===== src/rtl/console_switch_consts.svh =====
// constants for the console switch control block
`ifndef CONSOLE_SWITCH_CONSTS_SVH
`define CONSOLE_SWITCH_CONSTS_SVH
`define CSC_CLK_NS 20
`define CSC_RESYNC_NS 320
`define CSC_RESYNC_CYCLES ((`CSC_RESYNC_NS + `CSC_CLK_NS - 1) / `CSC_CLK_NS)
`define CSC_ADDR_MODE 8'h00
`define CSC_ADDR_STATUS 8'h04
`define CSC_ADDR_STOPIND 8'h08
`define CSC_RESP_OKAY 2'h0
`define CSC_RESP_SLVERR 2'h2
`define CSC_SW_W 15
`endif


===== src/rtl/console_switch_pkg.sv =====
// types shared by the console switch control block
package console_switch_pkg;
    typedef enum logic [0:0] {
        CMD_IDLE = 1'b0,
        CMD_RUN = 1'b1
    } cmd_state_type;
endpackage


===== src/rtl/axil_reg_slave.sv =====
// axi4-lite slave front end with one write and one read in flight
`include "console_switch_consts.svh"
`timescale 1ns/1ps
`default_nettype none
module axil_reg_slave (
    input wire logic clk_sys,
    input wire logic reset,
    input wire logic awvalid,
    output logic awready,
    input wire logic [7:0] awaddr,
    input wire logic wvalid,
    output logic wready,
    input wire logic [31:0] wdata,
    input wire logic [3:0] wstrb,
    output logic bvalid,
    input wire logic bready,
    output logic [1:0] bresp,
    input wire logic arvalid,
    output logic arready,
    input wire logic [7:0] araddr,
    output logic rvalid,
    input wire logic rready,
    output logic [31:0] rdata,
    output logic [1:0] rresp,
    output logic wrEn,
    output logic [7:0] wrAddr,
    output logic [31:0] wrData,
    output logic [3:0] wrStrb,
    input wire logic wrOk,
    input wire logic [31:0] rdData,
    input wire logic rdOk
);
    typedef struct packed {
        logic awHeld;
        logic wHeld;
        logic [7:0] addr;
        logic [31:0] data;
        logic [3:0] strb;
        logic bv;
        logic [1:0] br;
        logic rv;
        logic [31:0] rd;
        logic [1:0] rr;
    } axil_state_type;
    axil_state_type st;
    axil_state_type next_st;

    // address and data are held apart so either may come first
    assign awready = !st.awHeld && !st.bv;
    assign wready = !st.wHeld && !st.bv;
    assign arready = !st.rv;
    assign wrEn = st.awHeld && st.wHeld && !st.bv;
    assign wrAddr = st.addr;
    assign wrData = st.data;
    assign wrStrb = st.strb;

    always_comb
    begin
        next_st = st;
        if (awvalid && awready)
        begin
            next_st.awHeld = 1'b1;
            next_st.addr = awaddr;
        end
        if (wvalid && wready)
        begin
            next_st.wHeld = 1'b1;
            next_st.data = wdata;
            next_st.strb = wstrb;
        end
        if (wrEn)
        begin
            next_st.awHeld = 1'b0;
            next_st.wHeld = 1'b0;
            next_st.bv = 1'b1;
            next_st.br = wrOk ? `CSC_RESP_OKAY : `CSC_RESP_SLVERR;
        end
        if (st.bv && bready)
            next_st.bv = 1'b0;
        // read data is captured on the address edge, one cycle latency
        if (arvalid && arready)
        begin
            next_st.rv = 1'b1;
            next_st.rd = rdData;
            next_st.rr = rdOk ? `CSC_RESP_OKAY : `CSC_RESP_SLVERR;
        end
        else if (st.rv && rready)
        begin
            next_st.rv = 1'b0;
        end
    end

    always_ff @(posedge clk_sys)
    begin
        if (reset)
            st <= '0;
        else
            st <= next_st;
    end

    assign bvalid = st.bv;
    assign bresp = st.br;
    assign rvalid = st.rv;
    assign rdata = st.rd;
    assign rresp = st.rr;
endmodule // axil_reg_slave
`default_nettype wire


===== src/rtl/console_switch_control.sv =====
// operating-control logic between console switches and machine sequencing
//
// Our own choices: the register offsets and the AXI4-Lite slave port.
`include "console_switch_consts.svh"
`timescale 1ns/1ps
`default_nettype none
module console_switch_control
    import console_switch_pkg::*;
#(
    parameter int RESYNC_CYCLES = `CSC_RESYNC_CYCLES
) (
    input wire logic clk_sys,
    input wire logic reset,
    // console lever switches, asynchronous
    input wire logic decDisconnectUp,
    input wire logic advDisconnectUp,
    input wire logic lowSpeedOsc,
    input wire logic traceSwOn,
    input wire logic [2:0] selJumpSwOn,
    input wire logic [2:0] selStopSwOn,
    input wire logic loadSwNormal,
    input wire logic tape_load_mode,
    input wire logic stepSwDown,
    input wire logic runSwUp,
    input wire logic commandModeSw,
    // machine side, same clock
    input wire logic decRequest,
    input wire logic [2:0] advRequest,
    input wire logic mainFault,
    input wire logic traceJumpEnd,
    input wire logic traceFlagTaken,
    input wire logic selStopExec,
    input wire logic [2:0] stopModifier,
    input wire logic readNextEnable,
    input wire logic commandStepPoint,
    // outputs
    output logic decStrobe,
    output logic advStrobe,
    output logic oscPulse,
    output logic traceLamp,
    output logic traceFlag,
    output logic traceDecodeEn,
    output logic [2:0] selJumpFlag,
    output logic [2:0] selStopFlag,
    output logic [2:0] selective_halt_one_lamp,
    output logic stopPulse,
    output logic fault_lamp,
    output logic faultPanelLamp,
    output logic masterClear,
    output logic clearQLoad,
    output logic tapeLoad,
    output logic stepPulse,
    output logic runPulse,
    output logic commandSeqActive,
    output logic highSpeedMode,
    output logic instrStepMode,
    output logic cmdStepMode,
    // axi4-lite register port
    input wire logic awvalid,
    output logic awready,
    input wire logic [7:0] awaddr,
    input wire logic wvalid,
    output logic wready,
    input wire logic [31:0] wdata,
    input wire logic [3:0] wstrb,
    output logic bvalid,
    input wire logic bready,
    output logic [1:0] bresp,
    input wire logic arvalid,
    output logic arready,
    input wire logic [7:0] araddr,
    output logic rvalid,
    input wire logic rready,
    output logic [31:0] rdata,
    output logic [1:0] rresp
);
    typedef struct packed {
        logic [15:0] rsCount;
        logic oscSync;
        logic oscArm;
        logic oscPulse;
        logic traceStage;
        logic traceEn;
        logic traceEnLast;
        logic traceFlag;
        logic [2:0] sjStage;
        logic [2:0] sjFlag;
        logic [2:0] ssStage;
        logic [2:0] ssFlag;
        logic [2:0] stopInd;
        logic stopPulse;
        logic normStage;
        logic loadArm;
        logic tapeStage;
        logic tapeLoad;
        logic clearQ;
        logic mcPulse;
        logic stepRs;
        logic runRs;
        logic commonRs;
        logic stepPulse;
        logic runPulse;
        cmd_state_type cmdState;
        logic highSpeed;
        logic instrStep;
        logic cmdStep;
        logic fault;
        logic decStrobe;
        logic advStrobe;
    } ctl_state_type;
    ctl_state_type st;
    ctl_state_type next_st;

    logic [`CSC_SW_W-1:0] swRaw;
    logic [`CSC_SW_W-1:0] sw;
    logic rsPulse;
    logic fireLoadClear;
    logic fireLoadExit;
    logic fireStep;
    logic fireRun;
    logic modeClear;
    logic wrEn;
    logic [7:0] wrAddr;
    logic [31:0] wrData;
    logic [3:0] wrStrb;
    logic wrOk;
    logic [31:0] rdData;
    logic rdOk;

    // one switch stage sampled on a resync pulse, held between pulses
    function automatic logic resyncStage(input logic rs, input logic swOn, input logic hold);
        resyncStage = rs ? swOn : hold;
    endfunction

    function automatic logic regHit(input logic [7:0] a);
        regHit = (a == `CSC_ADDR_MODE) || (a == `CSC_ADDR_STATUS) || (a == `CSC_ADDR_STOPIND);
    endfunction

    assign swRaw = {commandModeSw, runSwUp, stepSwDown, tape_load_mode,
        loadSwNormal, selStopSwOn, selJumpSwOn, traceSwOn, lowSpeedOsc,
        advDisconnectUp, decDisconnectUp};

    // switches are asynchronous: all pass the three-stage filter
    pin_sync #(.W(`CSC_SW_W)) u_sync (
        .clk_sys(clk_sys),
        .reset(reset),
        .pinIn(swRaw),
        .pinOut(sw)
    );

    axil_reg_slave u_bus (
        .clk_sys(clk_sys),
        .reset(reset),
        .awvalid(awvalid),
        .awready(awready),
        .awaddr(awaddr),
        .wvalid(wvalid),
        .wready(wready),
        .wdata(wdata),
        .wstrb(wstrb),
        .bvalid(bvalid),
        .bready(bready),
        .bresp(bresp),
        .arvalid(arvalid),
        .arready(arready),
        .araddr(araddr),
        .rvalid(rvalid),
        .rready(rready),
        .rdata(rdata),
        .rresp(rresp),
        .wrEn(wrEn),
        .wrAddr(wrAddr),
        .wrData(wrData),
        .wrStrb(wrStrb),
        .wrOk(wrOk),
        .rdData(rdData),
        .rdOk(rdOk)
    );

    // resync pulse marks the instants the lever stages sample; disconnect, oscillator and command-mode switches are also read between pulses
    assign rsPulse = (st.rsCount == 16'h0000);
    assign fireLoadClear = rsPulse && st.loadArm && st.tapeStage;
    assign fireLoadExit = rsPulse && st.tapeLoad && st.normStage;
    assign fireStep = rsPulse && st.stepRs && st.commonRs;
    assign fireRun = rsPulse && st.runRs && st.commonRs;
    // halting sources: fault, stop at read-next, leaving tape load
    assign modeClear = st.fault || (st.stopPulse && readNextEnable)
        || fireLoadExit;
    assign wrOk = regHit(wrAddr);
    assign rdOk = regHit(araddr);

    // read mux; unmapped addresses read zero with an error response
    always_comb
    begin
        rdData = 32'h00000000;
        case (araddr)
            `CSC_ADDR_MODE:
                rdData[2:0] = {st.cmdStep, st.instrStep, st.highSpeed};
            `CSC_ADDR_STATUS:
                rdData[15:0] = {st.cmdState == CMD_RUN, st.tapeLoad, st.clearQ,
                    st.traceEn, st.traceFlag, st.stopInd, st.ssFlag, st.sjFlag,
                    st.fault, st.oscSync};
            `CSC_ADDR_STOPIND:
                rdData[2:0] = st.stopInd;
            default:
                rdData = 32'h00000000;
        endcase
    end

    always_comb
    begin
        next_st = st;
        next_st.rsCount = rsPulse ? 16'(RESYNC_CYCLES - 1) : st.rsCount - 16'h0001;
        next_st.oscPulse = 1'b0;
        next_st.stopPulse = 1'b0;
        next_st.mcPulse = 1'b0;
        next_st.stepPulse = 1'b0;
        next_st.runPulse = 1'b0;
        // disconnect switches gate the strobes before they are issued
        next_st.decStrobe = decRequest && !sw[0];
        next_st.advStrobe = (|advRequest) && !sw[1];
        // low-speed oscillator: sync flag follows positive phase
        if (!sw[2])
            next_st.oscSync = 1'b0;
        else if (rsPulse)
            next_st.oscSync = 1'b1;
        if (!st.oscSync)
            next_st.oscArm = 1'b1;
        else if (rsPulse && st.oscArm)
        begin
            next_st.oscArm = 1'b0;
            next_st.oscPulse = 1'b1;
        end
        // trace: two stages, both cleared at a pulse once released
        next_st.traceStage = resyncStage(rsPulse, sw[3], st.traceStage);
        next_st.traceEn = resyncStage(rsPulse, sw[3] && st.traceStage,
            st.traceEn);
        next_st.traceEnLast = st.traceEn;
        if (traceFlagTaken)
            next_st.traceFlag = 1'b0;
        // set wins over the machine taking the flag
        if (st.traceEn && !st.traceEnLast)
            next_st.traceFlag = 1'b1;
        if (st.traceEn && traceJumpEnd)
            next_st.traceFlag = 1'b1;
        // indicate flags: software clear by writing ones, hardware set below wins
        if (wrEn && wrAddr == `CSC_ADDR_STOPIND && wrStrb[0])
            next_st.stopInd = st.stopInd & ~wrData[2:0];
        // selective jump and stop switches, three of each
        for (int i = 0; i < 3; i++)
        begin
            next_st.sjStage[i] = resyncStage(rsPulse, sw[4+i], st.sjStage[i]);
            next_st.sjFlag[i] = resyncStage(rsPulse, sw[4+i] && st.sjStage[i],
                st.sjFlag[i]);
            next_st.ssStage[i] = resyncStage(rsPulse, sw[7+i], st.ssStage[i]);
            next_st.ssFlag[i] = resyncStage(rsPulse, sw[7+i] && st.ssStage[i],
                st.ssFlag[i]);
            // modifier m and m+4 both select stop i+1
            if (selStopExec && stopModifier[1:0] == 2'(i + 1) && st.ssFlag[i])
            begin
                next_st.stopPulse = 1'b1;
                next_st.stopInd[i] = 1'b1;
            end
        end
        // load switch: normal arms the clear, tape enables tape input
        next_st.normStage = resyncStage(rsPulse, sw[10], st.normStage);
        if (fireLoadClear)
        begin
            next_st.loadArm = 1'b0;
            next_st.mcPulse = 1'b1;
            next_st.clearQ = 1'b1;
        end
        else if (rsPulse && sw[10] && st.normStage)
        begin
            next_st.loadArm = 1'b1;
        end
        next_st.tapeStage = resyncStage(rsPulse, sw[11], st.tapeStage);
        if (fireLoadExit)
        begin
            next_st.tapeLoad = 1'b0;
            next_st.clearQ = 1'b0;
        end
        else if (rsPulse && sw[11] && st.tapeStage)
        begin
            next_st.tapeLoad = 1'b1;
        end
        // run/step lever: normal arms, a lever position fires once
        next_st.stepRs = resyncStage(rsPulse, sw[12], st.stepRs);
        next_st.runRs = resyncStage(rsPulse, sw[13], st.runRs);
        if (fireStep || fireRun)
            next_st.commonRs = 1'b0;
        else if (rsPulse && !sw[12] && !sw[13])
            next_st.commonRs = 1'b1;
        next_st.stepPulse = fireStep && !st.fault;
        next_st.runPulse = fireRun && !st.fault;
        // command-step sequence runs to the next step point, then waits
        case (st.cmdState)
            CMD_IDLE:
                if (st.stepPulse && sw[14])
                    next_st.cmdState = CMD_RUN;
            CMD_RUN:
                if (commandStepPoint)
                    next_st.cmdState = CMD_IDLE;
            default:
                next_st.cmdState = CMD_IDLE;
        endcase
        // fault level straight from the machine, lights both lamps
        next_st.fault = mainFault;
        // software selects modes; any halting source wins over a write
        if (wrEn && wrAddr == `CSC_ADDR_MODE && wrStrb[0])
        begin
            next_st.highSpeed = wrData[0];
            next_st.instrStep = wrData[1];
            next_st.cmdStep = wrData[2];
        end
        if (modeClear)
        begin
            next_st.highSpeed = 1'b0;
            next_st.instrStep = 1'b0;
            next_st.cmdStep = 1'b0;
        end
    end

    // reset zeroes every stage, flag and mode register
    always_ff @(posedge clk_sys)
    begin
        if (reset)
            st <= '0;
        else
            st <= next_st;
    end

    assign decStrobe = st.decStrobe;
    assign advStrobe = st.advStrobe;
    assign oscPulse = st.oscPulse;
    assign traceLamp = st.traceEn;
    assign traceFlag = st.traceFlag;
    assign traceDecodeEn = st.traceEn;
    assign selJumpFlag = st.sjFlag;
    assign selStopFlag = st.ssFlag;
    assign selective_halt_one_lamp = st.stopInd;
    assign stopPulse = st.stopPulse;
    assign fault_lamp = st.fault;
    assign faultPanelLamp = st.fault;
    assign masterClear = st.mcPulse;
    assign clearQLoad = st.clearQ;
    assign tapeLoad = st.tapeLoad;
    assign stepPulse = st.stepPulse;
    assign runPulse = st.runPulse;
    assign commandSeqActive = (st.cmdState == CMD_RUN);
    assign highSpeedMode = st.highSpeed;
    assign instrStepMode = st.instrStep;
    assign cmdStepMode = st.cmdStep;

    a_dec_blocked: assert property (@(posedge clk_sys) disable iff (reset)
        $past(sw[0]) |-> !decStrobe)
        else $error("decrement strobe while disconnected");
    a_adv_blocked: assert property (@(posedge clk_sys) disable iff (reset)
        $past(sw[1]) |-> !advStrobe)
        else $error("advance strobe while disconnected");
    a_osc_single: assert property (@(posedge clk_sys) disable iff (reset)
        oscPulse ##1 st.oscSync [*4] |-> !oscPulse)
        else $error("oscillator pulse repeated");
    a_osc_needs_sync: assert property (@(posedge clk_sys) disable iff (reset)
        oscPulse |-> $past(st.oscSync) && $past(rsPulse) && !st.oscArm)
        else $error("oscillator pulse without sync flag");
    a_trace_rise: assert property (@(posedge clk_sys) disable iff (reset)
        $rose(traceDecodeEn) |=> traceFlag)
        else $error("trace flag not set when trace enabled");
    a_trace_jump: assert property (@(posedge clk_sys) disable iff (reset)
        st.traceEn && traceJumpEnd |=> traceFlag)
        else $error("trace flag not set after trace jump");
    a_fault_stop: assert property (@(posedge clk_sys) disable iff (reset)
        fault_lamp |=> !stepPulse && !runPulse && !highSpeedMode && !cmdStepMode)
        else $error("fault did not block step or clear modes");
    a_stop_halt: assert property (@(posedge clk_sys) disable iff (reset)
        stopPulse && readNextEnable |=> !highSpeedMode && !instrStepMode && !cmdStepMode)
        else $error("stop with read-next did not halt");
    a_load_clear: assert property (@(posedge clk_sys) disable iff (reset)
        fireLoadClear |=> masterClear && clearQLoad ##1 !masterClear)
        else $error("tape load master clear not a single pulse");
    a_cmd_wait: assert property (@(posedge clk_sys) disable iff (reset)
        commandSeqActive && commandStepPoint |=> !commandSeqActive)
        else $error("command step did not halt at step point");
endmodule // console_switch_control
`default_nettype wire


===== src/rtl/pin_sync.sv =====
// three-stage synchroniser with agreement filter for console pins
`timescale 1ns/1ps
`default_nettype none
module pin_sync #(
    parameter int W = 1
) (
    input wire logic clk_sys,
    input wire logic reset,
    input wire logic [W-1:0] pinIn,
    output logic [W-1:0] pinOut
);
    typedef struct packed {
        logic [W-1:0] s1;
        logic [W-1:0] s2;
        logic [W-1:0] s3;
        logic [W-1:0] q;
    } sync_state_type;
    sync_state_type st;
    sync_state_type next_st;

    // a bit changes only once stages two and three agree
    always_comb
    begin
        next_st = st;
        next_st.s1 = pinIn;
        next_st.s2 = st.s1;
        next_st.s3 = st.s2;
        for (int i = 0; i < W; i++)
        begin
            if (st.s2[i] == st.s3[i])
            begin
                next_st.q[i] = st.s3[i];
            end
        end
    end

    always_ff @(posedge clk_sys)
    begin
        if (reset)
            st <= '0;
        else
            st <= next_st;
    end

    assign pinOut = st.q;
endmodule // pin_sync
`default_nettype wire


===== config.mk =====
export PLATFORM = sky130hd
export DESIGN_NAME = console_switch_control
export DESIGN_NICKNAME = d
export VERILOG_FILES = /design/src/rtl/console_switch_pkg.sv /design/src/rtl/axil_reg_slave.sv /design/src/rtl/console_switch_control.sv /design/src/rtl/pin_sync.sv
export VERILOG_INCLUDE_DIRS = /design/src /design/src/rtl
export SDC_FILE = /design/constraint.sdc
export NUM_CORES = 1
export LEC_CHECK = 0
export ABC_AREA = 1
export BUFFER_PORTS_ARGS = -buffer_cell sky130_fd_sc_hd__buf_2
export CAP_MARGIN = 20
export CORE_ASPECT_RATIO = 1.25
export CORE_UTILIZATION = 58
export CTS_BUF_LIST = sky130_fd_sc_hd__clkbuf_8
export CTS_CLUSTER_DIAMETER = 100
export CTS_CLUSTER_SIZE = 14
export DETAILED_ROUTE_END_ITERATION = 12
export PLACE_DENSITY = 0.86
export SYNTH_ARGS = -nofsm -noshare
export SYNTH_HDL_FRONTEND = slang
export SYNTH_HIERARCHICAL = 1
export SYNTH_SLANG_ARGS = --single-unit

===== constraint.sdc =====
create_clock -name clk_sys -period 1.6 [get_ports clk_sys]
set_input_delay 0.16 -clock clk_sys [delete_from_list [all_inputs] [get_ports clk_sys]]
set_output_delay 0.16 -clock clk_sys [all_outputs]
set_load 0.02 [all_outputs]

==> Flow_metrics.wiki, run 1 <==
{| class="wikitable"
! Metric !! Value
|-
| Layout area overhead || 12.4%
|-
| Starting Density || 59.7%
|-
| Class of the most critical hold timing path || input pin to register
|-
| Number of hold-slack violations in the final timing report || 0
|-
| FF+latch area || 3340 um2
|-
| H-Tree Depth || 4
|-
| Grt met2 use || between 30% and 40%
|-
| Detailed-router iteration count before antenna repair || 4
|-
| Kind of cell adding the most delay to the critical path || flip-flops
|-
| Clock buffers created by TritonCTS || 17
|-
| Minimum clock period || 1.50 ns
|-
| Pleak || 3.60 nW
|-
| Unrepaired setup endpoints after global routing || false
|-
| Type of the setup path with the least slack || register to primary output
|-
| Cell total after placement || roughly 1,100
|-
| Met3 Resource Use GR || around 5.4%
|-
| Clk slew on worst S/H paths || 0.08 ns
|-
| Clock Skews || roughly 0.018 ns
|-
| Via count of the first global-routing pass || approximately 5,000
|-
| Antenna violations before repair || 0
|-
| I/O pin total || 155
|-
| Number of buffer and inverter instances along the worst setup path || 2
|-
| Total number of clock tree sinks || 167
|-
| Post-Layout Inst Area || 7840 um2
|-
| Final-layout fill cell count || 961
|-
| Average detailed-routed wire length per instance || 11.4 um
|-
| Post-place instance area || 7150 um2
|-
| Power density relative to cell area || 1350 nW/um2
|-
| Clock latency of the later-clocked register in the worst-skew pair || 0.45 ns
|-
| Detail Placement HPWL || 8750 um
|-
| Signal arrival time at the worst endpoint || 1.34 ns
|-
| Gate count after technology mapping || between 900 and 1,000
|-
| Drt initial violations || 271
|-
| Floorplan core area || 11,700 um2
|-
| Count of nets left with antenna violations after detail routing || 0
|-
| Synth warnings || 6
|-
| Width of the die || 100 um
|-
| Number of I/O port buffers || 119
|-
| Share of post-route cells with drive strength above 1 || 20.2%
|-
| Number of vias after detailed routing || 5,533
|-
| CP Data Required Time || 1.44 ns
|-
| Overall die area || 12,500 um2
|-
| Met1 routing resource usage after global routing || 25.7%
|-
| Total overflow reported by the global router || 0
|-
| Final #Nets || 1,065
|-
| Startpoint Class || register
|-
| Row count || 44
|-
| Clock tree from TritonCTS || built
|-
| Post-synthesis average cell area || 7.71 um2
|-
| Number of buffers on the longest clock path || 2
|-
| Most crowded layer after global routing || met2
|-
| Wire length of the first global-routing pass || 22,200 um
|-
| Antenna fix cells || 0
|-
| Total routing resource utilization after global routing || 22.1%
|-
| Commonest cells after routing, fill and taps aside || 187 x sky130_fd_sc_hd__nor2_1, 167 x sky130_fd_sc_hd__dfxtp_1, 119 x sky130_fd_sc_hd__buf_2
|-
| Gpl congestion || 0.790
|-
| Routed wire length || 13,200 um
|-
| Most common cell after layout, fill and taps aside || sky130_fd_sc_hd__nor2_1
|-
| Cell area after synthesis || between 6000 and 7000 um2
|-
| Final period utilization || 93.9%
|-
| IR drop worst, VDD || 0.668 mV
|-
| Critical path's slowest cell || sky130_fd_sc_hd__dfxtp_1
|-
| Residual DRC || 0
|-
| Cell at the root of the clock tree || sky130_fd_sc_hd__clkbuf_8
|-
| Crit end category || primary output
|-
| Pin count of the biggest net entering global routing || 52
|-
| Fin cells || 1,149
|-
| Number of vias per cell after detailed routing || a little under 5
|-
| Combined area of the multi-input logic cells || 2470 um2
|-
| Total of max-cap violations || 0
|-
| Status || finished clean
|-
| # Post-CTS Setup Buffers || 0
|-
| Final Slew Violations || 0
|-
| Height of the die || 125 um
|-
| Setup violators final || 0
|-
| Achievable frequency || 0.666 GHz
|-
| Maximum cell stage delay along the critical path || 0.39 ns
|-
| Cells traversed along the worst timing path || nor2_2, buf_4, buf_2
|-
| Worst Path Max Fanout || 10
|}
[worst paths after layout]
check	from	end	slack (ns)	depth (start not counted)
min reg2reg	u_sync/next_st[32]$_SDFF_PP0_	u_sync/next_st[17]$_SDFF_PP0_	0.40	2
max	u_bus/bvalid$_SDFFE_PP0P_	awready	0.1	3
max reg2reg	st[41]$_SDFF_PP0_	selStopFlag[2]$_SDFFE_PP0N_	0.11	8
min	awaddr[6]	u_bus/wrAddr[6]$_SDFFE_PP0P_	0.03	5
[worst min-delay path: cells and delay by family]
kind	cells	cell delay, ns
buf+inv	2	0.11
simple gates	3	0.17
[flip-flops by register name, indices dropped and copies added, names as in the netlist, 8 cells and up]
name	flops
st	32
u_bus/rdata	32
u_sync/next_st	30
u_sync/pinOut	15
u_bus/wrAddr	8
u_sync/st	15
[where the power goes]
group,internal [W],leakage (nW),switching (W)
Clock,0.00173,0.212,0.00149
Sequential,0.00452,1.37,0.000247
Combinational,0.000887,2.02,0.00172
Total,0.00714,3.60,0.00346
[per-stage QoR]
stage / utilization (%) / worst slack [ns] / power (W) / hold slack [ns] / TNS, ns
global placement: 61.2 / 0.00682 / 0.00722 / 0.350 / 0
finish: 67.1 / 0.0979 / 0.0106 / 0.0274 / 0
detailed placement: 61.2 / -0.0198 / 0.00731 / 0.348 / -0.0333
floorplan: - / 0.290 / 0.00702 / 0.232 / 0
CTS: 67.0 / 0.00981 / 0.0105 / 0.0134 / 0
global route: 67.1 / 0.000150 / 0.0112 / 0.0337 / 0
[per-layer routing]
| metal | up-vias | part of all wire [%] |
|---|---|---|
| li1 | 2876 | - |
| met1 | 2471 | 44 |
| met2 | 155 | 49 |
| met3 | 31 | 5.0 |
| met4 | 0 | 2.4 |
| met5 | - | 0 |
[layout make-up]
cell class	instances	area share, %
flip-flops and latches	167	42.7
multi-input cells	524	31.5
repair buffers	155	12.3
inverters	112	5.49
clock buffers	18	3.16
well taps	161	2.57
clock inverters	12	2.28
[what timing repair did]
item	in CTS	in global routing
gates cloned	0	0
endpoints found under the setup margin	4	27
hold buffers	24	0
resized for setup	1	3
endpoints found under the hold margin	22	0
Note: power is estimated with default switching activity, not from simulation.
==> run 2, diff against run 1 <==
--- a/config.mk
+++ b/config.mk
@@ -9,13 +9,15 @@
 export ABC_AREA = 1
 export BUFFER_PORTS_ARGS = -buffer_cell sky130_fd_sc_hd__buf_2
 export CAP_MARGIN = 20
+export CELL_PAD_IN_SITES_DETAIL_PLACEMENT = 1
+export CELL_PAD_IN_SITES_GLOBAL_PLACEMENT = 1
 export CORE_ASPECT_RATIO = 1.25
-export CORE_UTILIZATION = 58
+export CORE_UTILIZATION = 42
 export CTS_BUF_LIST = sky130_fd_sc_hd__clkbuf_8
 export CTS_CLUSTER_DIAMETER = 100
 export CTS_CLUSTER_SIZE = 14
 export DETAILED_ROUTE_END_ITERATION = 12
-export PLACE_DENSITY = 0.86
+export PLACE_DENSITY = 0.85
 export SYNTH_ARGS = -nofsm -noshare
 export SYNTH_HDL_FRONTEND = slang
 export SYNTH_HIERARCHICAL = 1
==> run 2 against run 1 <==
Net effect:
- via count is 1.8% higher
- clock power is 7.1% lower
- critical path type is now register to register
- global-route usage decreased by 3.2 points
==> Flow_metrics.wiki, run 2 (synthesized netlist as in run 1, its figures left out) <==
{| class="wikitable"
! Metric !! Value
|-
| Status || finished clean (unchanged)
|-
| Count of nets left with antenna violations after detail routing || 0 (unchanged)
|-
| Starting Density || 43.0% (was 59.7%)
|-
| Power density relative to cell area || 1320 nW/um2 (was 1350 nW/um2)
|-
| Most Frequent Cell on Critical Path || sky130_fd_sc_hd__nand2_1
|-
| Final period utilization || 94.4% (was 93.9%)
|-
| Final #Nets || 1,070 (was 1,065)
|-
| Pleak || 3.64 nW (was 3.60 nW)
|-
| Antenna fix cells || 0 (unchanged)
|-
| Detail Placement HPWL || 10,600 um (was 8750 um)
|-
| Total overflow reported by the global router || 0 (unchanged)
|-
| Number of hold-slack violations in the final timing report || 0 (unchanged)
|-
| Layout area overhead || 14.4% (was 12.4%)
|-
| Height of the die || 146 um (was 125 um)
|-
| I/O pin total || 155 (unchanged)
|-
| Class of the most critical hold timing path || input pin to register (unchanged)
|-
| Average detailed-routed wire length per instance || 12.9 um (was 11.4 um)
|-
| Crit end category || register (was primary output)
|-
| Pin count of the biggest net entering global routing || 53 (was 52)
|-
| Routed wire length || 15,600 um (was 13,200 um)
|-
| Total number of clock tree sinks || 167 (unchanged)
|-
| Type of the setup path with the least slack || register to register (was register to primary output)
|-
| Clock latency of the later-clocked register in the worst-skew pair || 0.47 ns (was 0.45 ns)
|-
| Cell at the root of the clock tree || sky130_fd_sc_hd__clkbuf_8 (unchanged)
|-
| Residual DRC || 0 (unchanged)
|-
| Most crowded layer after global routing || met2 (unchanged)
|-
| Via count of the first global-routing pass || 5,476 (was 5,079)
|-
| Clk slew on worst S/H paths || 0.09 ns (was 0.08 ns)
|-
| Antenna violations before repair || 0 (unchanged)
|-
| Cells traversed along the worst timing path || nand2_1, nor2_2, nand2_1, inv_1, nand4_1, nor2_2, nand2_1, a21oi_1 (was nor2_2, buf_4, buf_2)
|-
| Clock tree from TritonCTS || built (unchanged)
|-
| Most common cell after layout, fill and taps aside || sky130_fd_sc_hd__nor2_1 (unchanged)
|-
| Maximum cell stage delay along the critical path || 0.39 ns (about the same)
|-
| Width of the die || 117 um (was 100 um)
|-
| Number of buffer and inverter instances along the worst setup path || 1 (was 2)
|-
| Final worst slack || 0.0889 ns (was 0.0979 ns)
|-
| Floorplan core area || 16,200 um2 (was 11,700 um2)
|-
| Achievable frequency || 0.662 GHz (was 0.666 GHz)
|-
| Share of post-route cells with drive strength above 1 || 20.8% (was 20.2%)
|-
| Capture point of the worst reg-to-reg path || cmdStepMode$_SDFFE_PP0P_ (was selStopFlag[2]$_SDFFE_PP0N_)
|-
| Setup violators final || 0 (unchanged)
|-
| Minimum clock period || 1.51 ns (was 1.50 ns)
|-
| Signal arrival time at the worst endpoint || 1.89 ns (was 1.34 ns)
|-
| Worst Path Max Fanout || 4 (was 10)
|-
| Clock buffers created by TritonCTS || 17 (unchanged)
|-
| Gpl congestion || 0.730 (was 0.790)
|-
| Wire length of the first global-routing pass || 25,300 um (was 22,200 um)
|-
| Commonest cells after routing, fill and taps aside || 185 x sky130_fd_sc_hd__nor2_1, 165 x sky130_fd_sc_hd__dfxtp_1, 119 x sky130_fd_sc_hd__buf_2 (was 187 x sky130_fd_sc_hd__nor2_1, 167 x sky130_fd_sc_hd__dfxtp_1, 119 x sky130_fd_sc_hd__buf_2)
|-
| Pre-CTS setup slack || 0.0213 ns (was -0.0198 ns)
|-
| Drt initial violations || 275 (was 271)
|-
| H-Tree Depth || 4 (unchanged)
|-
| Number of vias after detailed routing || 5,635 (was 5,533)
|-
| Startpoint of the lowest-slack hold path || wdata[1] (was awaddr[6])
|-
| CP Data Required Time || 1.98 ns (was 1.44 ns)
|-
| Row count || 52 (was 44)
|-
| Startpoint of the worst-slack reg-to-reg timing path || u_bus/st[82]$_SDFFE_PP0P_ (was st[41]$_SDFF_PP0_)
|-
| Startpoint Class || register (unchanged)
|-
| Total of max-cap violations || 0 (unchanged)
|-
| IR drop worst, VDD || 0.502 mV (was 0.668 mV)
|-
| Met3 Resource Use GR || 3.74% (was 5.39%)
|-
| Detailed-router iteration count before antenna repair || 4 (unchanged)
|-
| Grt met2 use || 33.7% (was 37.7%)
|-
| Critical path's slowest cell || sky130_fd_sc_hd__dfxtp_2 (was sky130_fd_sc_hd__dfxtp_1)
|-
| Clock Skews || 0.0205 ns (was 0.0181 ns)
|-
| Number of vias per cell after detailed routing || 4.65 (was 4.82)
|-
| Worst hold slack || 0.0237 ns (was 0.0274 ns)
|-
| Final Slew Violations || 0 (unchanged)
|-
| Total routing resource utilization after global routing || 18.9% (was 22.1%)
|-
| Overall die area || 17,100 um2 (was 12,500 um2)
|-
| End-of-flow core utilization || 49.2% (was 67.1%)
|-
| Met1 routing resource usage after global routing || 21.5% (was 25.7%)
|-
| End point of the worst hold path || u_bus/wrData[1]$_SDFFE_PP0P_ (was u_bus/wrAddr[6]$_SDFFE_PP0P_)
|-
| Number of I/O port buffers || 119 (unchanged)
|-
| Kind of cell adding the most delay to the critical path || simple AND/OR/NAND/NOR gates (was flip-flops)
|-
| Min-Delay Path Depth || 5 (unchanged)
|-
| Minimum setup slack among reg-to-reg paths || 0.09 ns (was 0.11 ns)
|-
| Length in cells of the worst reg-to-reg path || 8 (unchanged)
|-
| Number of buffers on the longest clock path || 2 (unchanged)
|}
[run 2: cell count changes in the layout (fill, tap and decap cells not counted), moves of 3 or more]
cell and change:
sky130_fd_sc_hd__clkbuf_8 +6, sky130_fd_sc_hd__dlygate4sd3_1 +6, sky130_fd_sc_hd__buf_4 -3, sky130_fd_sc_hd__bufinv_16 -3
sky130_fd_sc_hd__clkinv_4 -3
[run 2: routing by layer]
layer,vias to the layer above,share of wire (%)
li1,2881,-
met1,2626,44
met5,-,0
met4,0,1.8
met2,109,50
met3,19,3.7
[run 2: worst register-to-register path: stages (launching register included)]
cell and delay, ns:
sky130_fd_sc_hd__dfxtp_2 0.39, sky130_fd_sc_hd__nand2_1 0.09, sky130_fd_sc_hd__nor2_2 0.16, sky130_fd_sc_hd__nand2_1 0.11, sky130_fd_sc_hd__inv_1 0.06, sky130_fd_sc_hd__nand4_1 0.16, sky130_fd_sc_hd__nor2_2 0.21, sky130_fd_sc_hd__nand2_1 0.09
sky130_fd_sc_hd__a21oi_1 0.16
[run 2: final cells by class]
cell class | instances | area [um2]
Multi-Input combinational cell | 524 | 2490
Tap cell | 216 | 270
Sequential cell | 167 | 3350
Clock buffer | 24 | 330
Clock inverter | 8 | 68.8
Inverter | 112 | 430
Timing Repair Buffer | 160 | 1040
Fill cell | 2037 | 8220
[run 2: worst max path at each step]
stage,from,cells after the start,slack (ns),endpoint
2_1_floorplan,st[41]$_SDFF_PP0_,8,0.29,st[51]$_SDFF_PP0_
3_3_place_gp,st[41]$_SDFF_PP0_,7,0.09,st[53]$_SDFF_PP0_
3_5_place_dp,st[41]$_SDFF_PP0_,7,0.02,st[52]$_SDFF_PP0_
4_1_cts,st[41]$_SDFF_PP0_,7,-0.02,st[52]$_SDFF_PP0_
5_1_grt,u_bus/st[82]$_SDFFE_PP0P_,8,-0.009,cmdStepMode$_SDFFE_PP0P_
6_report,u_bus/st[82]$_SDFFE_PP0P_,8,0.09,cmdStepMode$_SDFFE_PP0P_
[run 2: metrics by stage]
stage	area [um2]	TNS [ns]	total power, W	std cells
after CTS	7920	-0.0465	0.0105	1209
after global routing	7980	-0.0136	0.0112	1211
after floorplan	7030	0	0.00702	920
after detailed placement	7220	0	0.00746	1147
after global placement	7220	0	0.00733	1147
final	7980	0	0.0105	1211
[run 2: power breakdown]
| part | total [W] | internal, W | leakage (nW) | switching (W) |
|---|---|---|---|---|
| combinational | 0.00276 | 0.000943 | 2.05 | 0.00182 |
| clock | 0.00299 | 0.00151 | 0.214 | 0.00148 |
| sequential | 0.00477 | 0.00452 | 1.37 | 0.000244 |
[run 2: what timing repair did]
| item | CTS | global route |
|---|---|---|
| hold endpoints to repair | 28 | 0 |
| pin swaps | 0 | 2 |
| setup endpoints to repair | 4 | 35 |
| hold buffers | 30 | 0 |
| resized for setup | 1 | 11 |
| buffers inserted | 0 | 2 |
==> run 3, diff against run 2 <==
--- a/config.mk
+++ b/config.mk
@@ -12,6 +12,7 @@
 export CELL_PAD_IN_SITES_DETAIL_PLACEMENT = 1
 export CELL_PAD_IN_SITES_GLOBAL_PLACEMENT = 1
 export CORE_ASPECT_RATIO = 1.25
+export CORE_MARGIN = 5
 export CORE_UTILIZATION = 42
 export CTS_BUF_LIST = sky130_fd_sc_hd__clkbuf_8
 export CTS_CLUSTER_DIAMETER = 100
==> run 3 against run 2 <==
Net effect:
- utilization shrank 0.34 points
- final cell count fell by 0.33%
- critical path depth is 6 lower
- sequential power hardly changed
- wire length increased by 1.2%
- power increased by 4.7%
- worst setup slack worse by 0.018 ns
- final area decreased by 0.30%
==> Flow_metrics.wiki, run 3 (synthesized netlist as in run 1, its figures left out) <==
{| class="wikitable"
! Metric !! Value
|-
| Status || finished clean (unchanged)
|-
| Final worst slack || 0.0712 ns (was 0.0889 ns)
|-
| Height of the die || 154 um (was 146 um)
|-
| Drt initial violations || 320 (was 275)
|-
| Row count || 52 (unchanged)
|-
| Most common cell after layout, fill and taps aside || sky130_fd_sc_hd__nor2_1 (unchanged)
|-
| Max-Slew Margin vs Limit || 65.9%
|-
| Signal arrival time at the worst endpoint || 1.37 ns (was 1.89 ns)
|-
| Residual DRC || 0 (unchanged)
|-
| Via count of the first global-routing pass || 5,750 (was 5,476)
|-
| Total number of clock tree sinks || 167 (unchanged)
|-
| Total routing resource utilization after global routing || 16.5% (was 18.9%)
|-
| Clock tree from TritonCTS || built (unchanged)
|-
| Achievable frequency || 0.654 GHz (was 0.662 GHz)
|-
| Width of the die || 125 um (was 117 um)
|-
| Minimum clock period || 1.53 ns (was 1.51 ns)
|-
| Sequential fraction of design power || 43.3% (was 45.3%)
|-
| Number of vias per cell after detailed routing || 4.67 (was 4.65)
|-
| Switching part of the total power || 32.4% (was 33.7%)
|-
| I/O pin total || 155 (unchanged)
|-
| Total power || 0.0110 W (was 0.0105 W)
|-
| Total overflow reported by the global router || 0 (unchanged)
|-
| Wire length of the first global-routing pass || 26,600 um (was 25,300 um)
|-
| Power density relative to cell area || 1380 nW/um2 (was 1320 nW/um2)
|-
| Pin count of the biggest net entering global routing || 49 (was 53)
|-
| Starting Density || 42.9% (was 43.0%)
|-
| Gpl congestion || 0.754 (was 0.730)
|-
| Clock Skews || 0.0149 ns (was 0.0205 ns)
|-
| Part of the total power dissipated in combinational logic || 24.9% (was 26.2%)
|-
| Setup violators final || 0 (unchanged)
|-
| Detailed-router iteration count before antenna repair || 4 (unchanged)
|-
| Final-layout fill cell count || 2,083 (was 2,037)
|-
| Int Pwr || 0.00744 W (was 0.00698 W)
|-
| Commonest cells after routing, fill and taps aside || 186 x sky130_fd_sc_hd__nor2_1, 166 x sky130_fd_sc_hd__dfxtp_1, 119 x sky130_fd_sc_hd__buf_2 (was 185 x sky130_fd_sc_hd__nor2_1, 165 x sky130_fd_sc_hd__dfxtp_1, 119 x sky130_fd_sc_hd__buf_2)
|-
| Routed wire length || 15,800 um (was 15,600 um)
|-
| Antenna violations before repair || 0 (unchanged)
|-
| Sum Neg Setup Slack || 0 ns (unchanged)
|-
| Layout area overhead || 14.1% (was 14.4%)
|-
| Unrepaired setup endpoints after global routing || true
|-
| Clock latency of the later-clocked register in the worst-skew pair || 0.45 ns (was 0.47 ns)
|-
| Floorplan core area || 16,300 um2 (was 16,200 um2)
|-
| Startpoint Class || register (unchanged)
|-
| Average detailed-routed wire length per instance || 13.1 um (was 12.9 um)
|-
| Pleak || 3.63 nW (was 3.64 nW)
|-
| CP Data Required Time || 1.44 ns (was 1.98 ns)
|-
| Startpoint of the worst setup timing path || u_bus/bvalid$_SDFFE_PP0P_ (was u_bus/st[82]$_SDFFE_PP0P_)
|-
| Worst Path Max Fanout || 9 (was 4)
|-
| Switching power || 0.00357 W (was 0.00354 W)
|-
| Final #Nets || 1,068 (was 1,070)
|-
| Number of hold-slack violations in the final timing report || 0 (unchanged)
|-
| End-of-flow core utilization || 48.9% (was 49.2%)
|-
| Crit end category || primary output (was register)
|-
| Clk slew on worst S/H paths || 0.09 ns (about the same)
|-
| Number of vias after detailed routing || 5,642 (was 5,635)
|-
| Type of the setup path with the least slack || register to primary output (was register to register)
|-
| Cell at the root of the clock tree || sky130_fd_sc_hd__clkbuf_8 (unchanged)
|-
| Overall die area || 19,300 um2 (was 17,100 um2)
|-
| Measured slew at the worst slew-check pin || 0.511 ns
|-
| Final period utilization || 95.5% (was 94.4%)
|-
| Count of nets left with antenna violations after detail routing || 0 (unchanged)
|-
| Pre-CTS setup slack || -0.0136 ns (was 0.0213 ns)
|-
| Antenna fix cells || 0 (unchanged)
|-
| Length in cells of the worst reg-to-reg path || 8 (unchanged)
|-
| # Post-CTS Setup Buffers || 0 (unchanged)
|-
| Total of max-cap violations || 0 (unchanged)
|-
| Min-Delay Path Depth || 5 (unchanged)
|-
| Detail Placement HPWL || 11,400 um (was 10,600 um)
|-
| Clock buffers created by TritonCTS || 17 (unchanged)
|-
| Number of buffers on the longest clock path || 2 (unchanged)
|-
| Final Slew Violations || 0 (unchanged)
|-
| Share of post-route cells with drive strength above 1 || 20.6% (was 20.8%)
|-
| Startpoint of the worst-slack reg-to-reg timing path || u_bus/st[83]$_SDFFE_PP0P_ (was u_bus/st[82]$_SDFFE_PP0P_)
|-
| IR drop worst, VDD || 0.540 mV (was 0.502 mV)
|-
| H-Tree Depth || 4 (unchanged)
|-
| Startpoint of the lowest-slack hold path || awaddr[6] (was wdata[1])
|-
| Class of the most critical hold timing path || input pin to register (unchanged)
|-
| Number of I/O port buffers || 119 (unchanged)
|-
| Clock share of power || 31.7% (was 28.4%)
|}
run 3: changes by cell type in the layout (fill, tap and decap cells not counted), sizes merged:
cell / change
buf: +1
clkinvlp: -1
clkinv: -1
dlygate4sd3: -3
clkbuf: -4
bufinv: +4
run 3: path summary, 6_finish.rpt:
| check | slack (ns) | to |
|---|---|---|
| worst min register to register | 0.41 | u_sync/next_st[17]$_SDFF_PP0_ |
| worst max-delay path | 0.07 | awready |
| worst max register to register | 0.12 | highSpeedMode$_SDFFE_PP0P_ |
| worst min-delay path | 0.03 | u_bus/wrAddr[6]$_SDFFE_PP0P_ |
run 3: layout make-up:
| cell class | instances | area, um2 | share of cell area (%) |
|---|---|---|---|
| sequential | 167 | 3340 | 42.0 |
| clock buffer | 20 | 275 | 3.46 |
| inverter | 112 | 430 | 5.41 |
| timing repair buffer | 158 | 968 | 12.2 |
| clock inverter | 10 | 190 | 2.39 |
| multi-input combinational | 524 | 2470 | 31.1 |
| tap | 216 | 270 | 3.40 |
run 3: power by group through the flow:
stage	sequential (W)	clock (W)	combinational [W]
3_3_place_gp	0.00484	0	0.00251
4_1_cts	0.00477	0.00360	0.00268
3_5_place_dp	0.00487	0	0.00262
5_1_grt	0.00481	0.00376	0.00310
2_1_floorplan	0.00480	0	0.00221
6_report	0.00477	0.00350	0.00275
run 3: per-stage QoR:
stage | std cells | area (um2) | hold WS (ns)
after floorplan | 920 | 7030 | 0.232
after global placement | 1150 | 7190 | 0.356
after detailed placement | 1150 | 7190 | 0.358
after CTS | 1207 | 7930 | 0.00222
after global routing | 1207 | 7950 | 0.0355
final | 1207 | 7950 | 0.0286
run 3: critical path, cell delays in order, from the launching register on:
cell and delay, ns:
sky130_fd_sc_hd__dfxtp_1 0.38, sky130_fd_sc_hd__nor2_2 0.31, sky130_fd_sc_hd__buf_2 0.23
run 3: per-layer routing:
metal	track usage (%)	share of wire [%]
met2	29.9	52
met1	19.1	43
met4	5.06	1.3
met5	0	0
met3	3.89	4.2
run 3: repair_timing:
item / CTS / global route
endpoints found under the hold margin: 25 / 0
hold buffers: 27 / 0
endpoints found under the setup margin: 0 / 35
gates resized for setup: 0 / 7
